[config.mk]
export PLATFORM = sky130hd
export DESIGN_NAME = pcsio_top
export DESIGN_NICKNAME = d
export VERILOG_FILES = /design/src/rtl/pcsio_pkg.sv /design/src/rtl/pcsio_step_if.sv /design/src/rtl/pcsio_top.sv /design/src/rtl/pcsio_decode.sv
export SDC_FILE = /design/constraint.sdc
export NUM_CORES = 1
export LEC_CHECK = 0
export BUFFER_PORTS_ARGS = -buffer_cell sky130_fd_sc_hd__clkbuf_2
export CORE_MARGIN = 2
export CORE_UTILIZATION = 45
export CTS_BUF_LIST = sky130_fd_sc_hd__clkbuf_4
export DETAILED_ROUTE_END_ITERATION = 10
export PLACE_DENSITY = 0.68
export SYNTH_ARGS = -nofsm -noshare
export SYNTH_HDL_FRONTEND = slang
export SYNTH_SLANG_ARGS = --single-unit
[constraint.sdc]
create_clock -name pclk -period 3.9 [get_ports pclk]
set_input_delay 0.585 -clock pclk [delete_from_list [all_inputs] [get_ports pclk]]
set_output_delay 0.585 -clock pclk [all_outputs]
set_load 0.005 [all_outputs]
[src/rtl/pcsio_pkg.sv]
// Constants shared by the pulse-command servo I/O block.
// Assumes a single 100 MHz clock domain and a 32-bit APB register bus.
package pcsio_pkg;
   // Clock rate and timing.
   localparam int         CLK_MHZ       = 100;
   localparam int         BRK_DLY_NS    = 10000;
   localparam int         BRK_DLY_CYC   = (BRK_DLY_NS * CLK_MHZ) / 1000;
   localparam int         BRK_CNT_W     = 11;
   // Widths.
   localparam int         DEV_W         = 16;
   localparam int         ADDR_W        = 8;
   localparam int         DATA_W        = 32;
   localparam int         EVT_W         = 4;
   // Command format codes.
   localparam logic [1:0] FMT_STEP_DIR  = 2'h0;
   localparam logic [1:0] FMT_REV_FWD   = 2'h1;
   localparam logic [1:0] FMT_QUAD_X1   = 2'h2;
   localparam logic [1:0] FMT_QUAD_X2   = 2'h3;
   localparam logic [1:0] ENC_FORMAT    = FMT_QUAD_X2;
   // Register byte offsets.
   localparam logic [7:0] CTRL_OFS      = 8'h00;
   localparam logic [7:0] WINDOW_OFS    = 8'h04;
   localparam logic [7:0] LIMIT_OFS     = 8'h08;
   localparam logic [7:0] STATE_OFS     = 8'h0C;
   localparam logic [7:0] DEV_OFS       = 8'h10;
   localparam logic [7:0] IRQ_STAT_OFS  = 8'h14;
   localparam logic [7:0] IRQ_MASK_OFS  = 8'h18;
   // Reset values.
   localparam logic [1:0]  FMT_RST      = 2'h0;
   localparam logic [15:0] WINDOW_RST   = 16'h000A;
   localparam logic [15:0] LIMIT_RST    = 16'h7FFF;
   localparam logic [3:0]  MASK_RST     = 4'h0;
   // Event bit positions.
   localparam int         EVT_ALARM     = 0;
   localparam int         EVT_REACHED   = 1;
   localparam int         EVT_INDEX     = 2;
   localparam int         EVT_OVER      = 3;
   // Drive sequence states.
   typedef enum logic [1:0] {ST_OFF, ST_ON, ST_ALARM} pcsio_state_e;
endpackage

[src/rtl/pcsio_step_if.sv]
// Carrier for decoded count strobes between a pulse decoder and the top.
// Assumes both ends run on the same clock.
interface pcsio_step_if;
   logic up;
   logic down;
   modport src (output up, output down);
   modport snk (input up, input down);
endinterface

[src/rtl/pcsio_top.sv]
// Servo drive control I/O for position mode with an APB register slave.
// Assumes all pins are synchronous to pclk and pulse rates far below pclk.
module pcsio_top
   import pcsio_pkg::*;
(
   // Clock, reset and enable.
   input  wire logic                        pclk,
   input  wire logic                        presetn,
   input  wire logic                        ce,
   // APB slave.
   input  wire logic                        psel,
   input  wire logic                        penable,
   input  wire logic                        pwrite,
   input  wire logic [pcsio_pkg::ADDR_W-1:0] paddr,
   input  wire logic [pcsio_pkg::DATA_W-1:0] pwdata,
   output logic      [pcsio_pkg::DATA_W-1:0] prdata,
   output logic                             pready,
   output logic                             pslverr,
   // Command pulse pins and sequence inputs.
   input  wire logic                        step_train_in,
   input  wire logic                        forward_train_in,
   input  wire logic                        error_count_clear,
   input  wire logic                        run_cmd,
   input  wire logic                        alarm_reset,
   // Encoder and fault sources.
   input  wire logic                        enc_a,
   input  wire logic                        enc_b,
   input  wire logic                        enc_z,
   input  wire logic                        fault_detect,
   // Drive outputs.
   output logic                             servo_on,
   output logic                             fault_indicator,
   output logic                             brake_hold_timing,
   output logic                             target_reached_flag,
   output logic                             index_out,
   output logic                             irq
);
   import pcsio_pkg::*;

   // Magnitude of a signed deviation value.
   function automatic logic [DEV_W-1:0] mag(input logic [DEV_W-1:0] v);
      mag = v[DEV_W-1] ? (~v + 1'b1) : v;
   endfunction

   pcsio_step_if cmd ();
   pcsio_step_if enc ();

   logic [1:0]           format_reg;
   logic [DEV_W-1:0]     window_reg;
   logic [DEV_W-1:0]     limit_reg;
   logic [EVT_W-1:0]     stat_reg;
   logic [EVT_W-1:0]     stat_next;
   logic [EVT_W-1:0]     mask_reg;
   logic [DEV_W-1:0]     dev_reg;
   logic [DEV_W-1:0]     dev_next;
   logic [DATA_W-1:0]    rdata_reg;
   logic [DATA_W-1:0]    rdata_next;
   logic                 hit;
   pcsio_state_e         state_reg;
   pcsio_state_e         state_next;
   logic [BRK_CNT_W-1:0] brk_cnt_reg;
   logic                 servo_on_reg;
   logic                 fault_ind_reg;
   logic                 brake_reg;
   logic                 reached_reg;
   logic                 index_reg;

   // Command decoder follows the selected format; encoder uses a fixed one.
   pcsio_decode u_cmd (
      .pclk    (pclk),
      .presetn (presetn),
      .ce      (ce),
      .line_a  (step_train_in),
      .line_b  (forward_train_in),
      .format  (format_reg),
      .step    (cmd)
   );
   pcsio_decode u_enc (
      .pclk    (pclk),
      .presetn (presetn),
      .ce      (ce),
      .line_a  (enc_a),
      .line_b  (enc_b),
      .format  (ENC_FORMAT),
      .step    (enc)
   );

   // Deviation update: command adds, feedback subtracts.
   wire logic [2:0]       delta = 3'(cmd.up) - 3'(cmd.down)
                                  - 3'(enc.up) + 3'(enc.down);
   wire logic [DEV_W-1:0] dev_mag = mag(dev_reg);
   wire logic             over    = mag(dev_reg) > limit_reg;
   wire logic             in_pos  = dev_mag <= window_reg;
   assign dev_next = error_count_clear ? '0
                     : dev_reg + {{(DEV_W-3){delta[2]}}, delta};

   // APB strobes and address decode.
   wire logic setup  = psel & ~penable;
   wire logic wr_en  = psel & penable & pwrite & hit & ce;
   wire logic w_ctrl = wr_en & (paddr == CTRL_OFS);
   wire logic w_win  = wr_en & (paddr == WINDOW_OFS);
   wire logic w_lim  = wr_en & (paddr == LIMIT_OFS);
   wire logic w_stat = wr_en & (paddr == IRQ_STAT_OFS);
   wire logic w_mask = wr_en & (paddr == IRQ_MASK_OFS);

   // Read selection and map hit detection.
   always_comb begin
      hit        = 1'b1;
      rdata_next = '0;
      if (paddr == CTRL_OFS) begin
         rdata_next[1:0] = format_reg;
      end else if (paddr == WINDOW_OFS) begin
         rdata_next[DEV_W-1:0] = window_reg;
      end else if (paddr == LIMIT_OFS) begin
         rdata_next[DEV_W-1:0] = limit_reg;
      end else if (paddr == STATE_OFS) begin
         rdata_next[5:0] = {brake_reg, reached_reg, fault_ind_reg, servo_on_reg,
                            state_reg};
      end else if (paddr == DEV_OFS) begin
         rdata_next[DEV_W-1:0] = dev_reg;
      end else if (paddr == IRQ_STAT_OFS) begin
         rdata_next[EVT_W-1:0] = stat_reg;
      end else if (paddr == IRQ_MASK_OFS) begin
         rdata_next[EVT_W-1:0] = mask_reg;
      end else begin
         hit = 1'b0;
      end
   end

   // Zero-wait slave; an unmapped access ends with an error.
   assign pready  = 1'b1;
   assign pslverr = psel & penable & ~hit;
   assign prdata  = rdata_reg;

   // Drive sequence: run, stop, alarm latch and alarm reset.
   always_comb begin
      state_next = state_reg;
      case (state_reg)
         ST_OFF: begin
            if (fault_detect || over) begin
               state_next = ST_ALARM;
            end else if (run_cmd) begin
               state_next = ST_ON;
            end
         end
         ST_ON: begin
            if (fault_detect || over) begin
               state_next = ST_ALARM;
            end else if (!run_cmd) begin
               state_next = ST_OFF;
            end
         end
         ST_ALARM: begin
            if (alarm_reset && !fault_detect && !over) begin
               state_next = ST_OFF;
            end
         end
         default: begin
            state_next = ST_ALARM;
         end
      endcase
   end

   // Events set sticky bits; a set in the clearing cycle wins.
   wire logic [EVT_W-1:0] evt = {over & (state_reg != ST_ALARM),
                                 enc_z & ~index_reg,
                                 in_pos & ~reached_reg,
                                 (state_next == ST_ALARM) & (state_reg != ST_ALARM)};
   assign stat_next = (w_stat ? (stat_reg & ~pwdata[EVT_W-1:0]) : stat_reg) | evt;
   assign irq       = |(stat_reg & mask_reg);

   // Configuration registers.
   always_ff @(posedge pclk or negedge presetn) begin
      if (!presetn) begin
         format_reg <= FMT_RST;
         window_reg <= WINDOW_RST;
         limit_reg  <= LIMIT_RST;
         mask_reg   <= MASK_RST;
      end else begin
         if (w_ctrl) format_reg <= pwdata[1:0];
         if (w_win)  window_reg <= pwdata[DEV_W-1:0];
         if (w_lim)  limit_reg  <= pwdata[DEV_W-1:0];
         if (w_mask) mask_reg   <= pwdata[EVT_W-1:0];
      end
   end

   // Read data is captured in the setup phase and shown in the access phase.
   always_ff @(posedge pclk or negedge presetn) begin
      if (!presetn) begin
         rdata_reg <= '0;
      end else if (ce && setup) begin
         rdata_reg <= rdata_next;
      end
   end

   // Deviation, state and status.
   always_ff @(posedge pclk or negedge presetn) begin
      if (!presetn) begin
         dev_reg   <= '0;
         state_reg <= ST_OFF;
         stat_reg  <= '0;
      end else if (ce) begin
         dev_reg   <= dev_next;
         state_reg <= state_next;
         stat_reg  <= stat_next;
      end
   end

   // Brake release waits for the motor to be energised; engage is immediate.
   always_ff @(posedge pclk or negedge presetn) begin
      if (!presetn) begin
         brk_cnt_reg <= '0;
         brake_reg   <= 1'b0;
      end else if (ce) begin
         if (state_next != ST_ON) begin
            brk_cnt_reg <= '0;
            brake_reg   <= 1'b0;
         end else if (brk_cnt_reg == BRK_CNT_W'(BRK_DLY_CYC)) begin
            brake_reg   <= 1'b1;
         end else begin
            brk_cnt_reg <= brk_cnt_reg + 1'b1;
         end
      end
   end

   // Output flags.
   always_ff @(posedge pclk or negedge presetn) begin
      if (!presetn) begin
         servo_on_reg  <= 1'b0;
         fault_ind_reg <= 1'b0;
         reached_reg   <= 1'b0;
         index_reg     <= 1'b0;
      end else if (ce) begin
         servo_on_reg  <= state_next == ST_ON;
         fault_ind_reg <= state_next != ST_ALARM;
         reached_reg   <= in_pos;
         index_reg     <= enc_z;
      end
   end

   assign servo_on            = servo_on_reg;
   assign fault_indicator     = fault_ind_reg;
   assign brake_hold_timing   = brake_reg;
   assign target_reached_flag = reached_reg;
   assign index_out           = index_reg;
endmodule

[src/rtl/pcsio_decode.sv]
// Pulse-train decoder: turns two sampled pulse lines into up and down strobes.
// Assumes inputs synchronous to pclk and at most one edge per line per cycle.
module pcsio_decode
   import pcsio_pkg::*;
(
   // Clock, reset and enable.
   input  wire logic       pclk,
   input  wire logic       presetn,
   input  wire logic       ce,
   // Pulse lines and format.
   input  wire logic       line_a,
   input  wire logic       line_b,
   input  wire logic [1:0] format,
   // Decoded strobes.
   pcsio_step_if.src       step
);
   logic a_reg;
   logic b_reg;

   // Edge detection against the previous samples.
   wire rise_a = line_a & ~a_reg;
   wire fall_a = ~line_a & a_reg;
   wire rise_b = line_b & ~b_reg;

   // Per-format direction of each counted edge.
   wire st_up  = rise_a & line_b;
   wire st_dn  = rise_a & ~line_b;
   wire q1_up  = rise_a & ~line_b;
   wire q1_dn  = rise_a & line_b;
   wire q2_up  = q1_up | (fall_a & line_b);
   wire q2_dn  = q1_dn | (fall_a & ~line_b);

   // Format selection; strobes stay low while the block is frozen.
   assign step.up   = ce & ((format == FMT_STEP_DIR) ? st_up :
                            (format == FMT_REV_FWD)  ? rise_b :
                            (format == FMT_QUAD_X1)  ? q1_up : q2_up);
   assign step.down = ce & ((format == FMT_STEP_DIR) ? st_dn :
                            (format == FMT_REV_FWD)  ? rise_a :
                            (format == FMT_QUAD_X1)  ? q1_dn : q2_dn);

   // Previous-sample registers.
   always_ff @(posedge pclk or negedge presetn) begin
      if (!presetn) begin
         a_reg <= 1'b0;
         b_reg <= 1'b0;
      end else if (ce) begin
         a_reg <= line_a;
         b_reg <= line_b;
      end
   end
endmodule

==> impl_metrics.csv <==
group,metric,value,unit
clock_tree,cts_tree,"yes",
layout,drive_gt1_frac,0.2988,
layout,area_delta_synth_final,15.96,%
die,die_area,0.01540,mm²
clock_tree,clk_path_buf_depth,2,
detailed_routing,wl_per_cell,16.61,µm
synthesis,yosysTopAreaCell,"dfrtp_1",
pwr,p_leak,3.463,nW
synthesis,ys_top_cells_by_area,"dfrtp_1, ha_1, mux2_2, dfstp_2, nand2_1",
die,core_area,0.01399,mm²
synthesis,syn_avg_cell_area,9.701,µm²
detailed_routing,dr_total_vias,5398,
die,die_h,124.1,µm
pwr,ir_drop,0.1526,mV
grt,grt_pass1_wl,25.72,mm
synthesis,synthDistinctLibCells,70,
sta,worst_pin_slew,916.1,ps
setup_path,arrival,4340,ps
grt,antenna_found_initial,2,
sta,fin_skew,11.73,ps
pwr,p_total,2.686,mW
synthesis,ys.flop_type,"dfrtp_1",
die,start_util,0.4640,
grt,grt_max_degree,48,
synthesis,async_flop_share,1.000,
setup_path,required,4280,ps
die,fp.dieW,124.1,µm
clock_tree,numCtsBuffers,9,
synthesis,yosysWarningCount,0,
layout,nNetsFinal,879,
synthesis,synth_edf_count,0,
clock_tree,path_clk_slew,150,ps
synthesis,synth_top_area_share,0.3008,
synthesis,synth_cells,669,
detailed_routing,drt_iter0_drc,398,
sta,setup_slack,-63.51,ps
detailed_routing,drc_errors,0,
clock_tree,cts_htree_levels,3,
clock_tree,clkLatencyLatePin,480,ps
sta,holdWs,93.77,ps
clock_tree,cts-root-buf,"clkbuf_4",
job,maxCapViolCount,0,
placed_design,place_hpwl,11.84,mm
detailed_routing,drt_wl_total,15.86,mm
pwr,power.density,356.9,mW/mm²
placed_design,gp_congestion,0.8789,
sta,slew_viol_final,0,
clock_tree,cts_sinks,95,
synthesis,synthMostInstantiatedCell,"dfrtp_1",
sta,slew_headroom,0.3836,
setup_path,cp-start-kind,"flip-flop",
grt,grt_use_total,0.2141,
run_status,status,"finished, violations left",
synthesis,synth_area,0.006490,mm²
min_path,hold_path_class,"in2async",
synthesis,ys_ff_latch,95,
synthesis,synth.cells.most_frequent,"dfrtp_1, nand2_1, ha_1",
setup_path,end_kind,"flip-flop",
sta,max_freq,252.3,MHz
detailed_routing,avgViaCountPerCell,5.652,
grt,grt_pass1_vias,5381,
synthesis,ys_seq_area_frac,0.3696,
die,ios,95,
detailed_routing,ant_nets,0,
die,row_count,43,
detailed_routing,firstDrtPassIters,5,
placed_design,numPortBuffers,61,
setup_path,worstSetupPathType,"reg2reg",
sta,hold_viol,0,
sta,period_needed,3964,ps
sta,setup_violations,3,
sta,period_share,1.016,
sta,rsz0062_at_grt,"yes",
clock_tree,ctsHoldBuffers,0,
grt,grt_overflow,0,
run_status,violations,"negative setup slack",
setup_path,path_max_fanout,6,
cells in the final DEF (no fill, tap or decap), types with 4 or more instances in the layout:
| cell | netlist | routed |
|---|---|---|
| clkbuf_2 | 0 | 60 |
| nor2_1 | 21 | 21 |
| o41ai_1 | 7 | 6 |
| conb_1 | 2 | 17 |
| o21ai_0 | 45 | 40 |
| buf_4 | 17 | 56 |
| nor2b_1 | 13 | 12 |
| mux2i_1 | 4 | 4 |
| nand3_1 | 5 | 5 |
| clkbuf_4 | 0 | 10 |
| nand2_1 | 73 | 73 |
| o21a_1 | 7 | 7 |
| xor2_1 | 9 | 8 |
| nor3_1 | 7 | 6 |
| a21oi_1 | 27 | 24 |
| dfstp_2 | 17 | 17 |
| and3_1 | 8 | 8 |
| o2bb2ai_1 | 6 | 6 |
| nand4_1 | 8 | 8 |
| xnor2_1 | 19 | 18 |
| dfrtp_1 | 78 | 77 |
| a211o_1 | 5 | 5 |
| nand2b_1 | 7 | 7 |
| a32o_1 | 5 | 5 |
| o211ai_1 | 6 | 6 |
| inv_1 | 48 | 45 |
| a222oi_1 | 10 | 10 |
| a21o_1 | 11 | 11 |
| nand3b_1 | 5 | 5 |
| o31ai_1 | 11 | 10 |
| or3_4 | 3 | 4 |
| mux2_2 | 43 | 43 |
| o21ai_1 | 0 | 5 |
| ha_1 | 53 | 48 |
final cells by class:
type	count	area, µm²
Timing Repair Buffer	117	732.0
Fill cell	1268	6462
Inverter	48	185.2
Sequential cell	95	2400
Antenna cell	2	5.005
Tap cell	180	225.2
Multi-Input combinational cell	497	3867
Clock buffer	10	75.07
Clock inverter	6	36.28
power breakdown:
group	leakage [nW]	total (mW)	switching [mW]	internal [mW]
clock	0.0579	0.488	0.353	0.135
sequential	1.22	1.12	0.0801	1.04
combinational	2.19	1.08	0.591	0.486
worst max-delay path, stage by stage (launching register included):
cell and delay, ps:
dfrtp_2 520, xor2_2 180, a32o_1 270, o211ai_1 120
inv_1 100, fa_1 510, ha_2 180, fa_2 450
inv_2 70, fa_2 220, nor2b_4 50, o31a_1 290
o21a_1 240, a21o_1 170, a211o_1 280, a32o_1 210
per-stage QoR:
| step | setup slack (ps) | utilization | TNS [ps] | std cells | instance area, µm² |
|---|---|---|---|---|---|
| global route | -200.5 | 0.5380 | -1075 | 955 | 7526 |
| CTS | 0.6577 | 0.5259 | 0 | 947 | 7356 |
| finish | -63.51 | 0.5380 | -117.8 | 955 | 7526 |
| detailed placement | -386.6 | 0.5162 | -2283 | 930 | 7221 |
| global placement | -291.8 | 0.5162 | -1342 | 930 | 7221 |
| floorplan | 2.446 | - | 0 | 684 | 6595 |
metal layers:
metal  part of all wire  up-vias  track usage
met5                  0        -            0
met4              0.021        0      0.07795
met3              0.035       27      0.03663
met2               0.50      109       0.3685
met1               0.45     2667       0.2691
li1                   -     2595            -
path summary, 6_finish.rpt:
| path | start | to | slack, ps | depth (start not counted) |
|---|---|---|---|---|
| min reg2reg | prdata[6] | prdata[6] | 490 | 2 |
| min in group pclk | enc_z | index_out | 320 | 3 |
| max in group asynchronous | presetn | limit_reg[10] | 2950 | 2 |
| max | format_reg[1] | dev_reg[10] | -60 | 15 |
| max reg2reg | format_reg[1] | dev_reg[10] | -60 | 15 |
| min | presetn | brk_cnt_reg[3] | 90 | 1 |
kinds of logic after synthesis:
family / count (synthesis) / share of synthesized area
fa+ha+maj: 56 / 0.1114
buf+inv: 92 / 0.06747
mux: 47 / 0.08078
compound gates: 172 / 0.1857
other cells: 2 / 0.001157
xor+xnor: 28 / 0.03779
flops: 95 / 0.3696
simple gates: 177 / 0.1461
what timing repair did:
action                     4_1_cts  5_1_grt
setup endpoints to repair        5       22
resized for setup                5       25
buffers inserted                 1        6
pin swaps                        4        6
No activity file was read; power rests on OpenSTA's default activity.
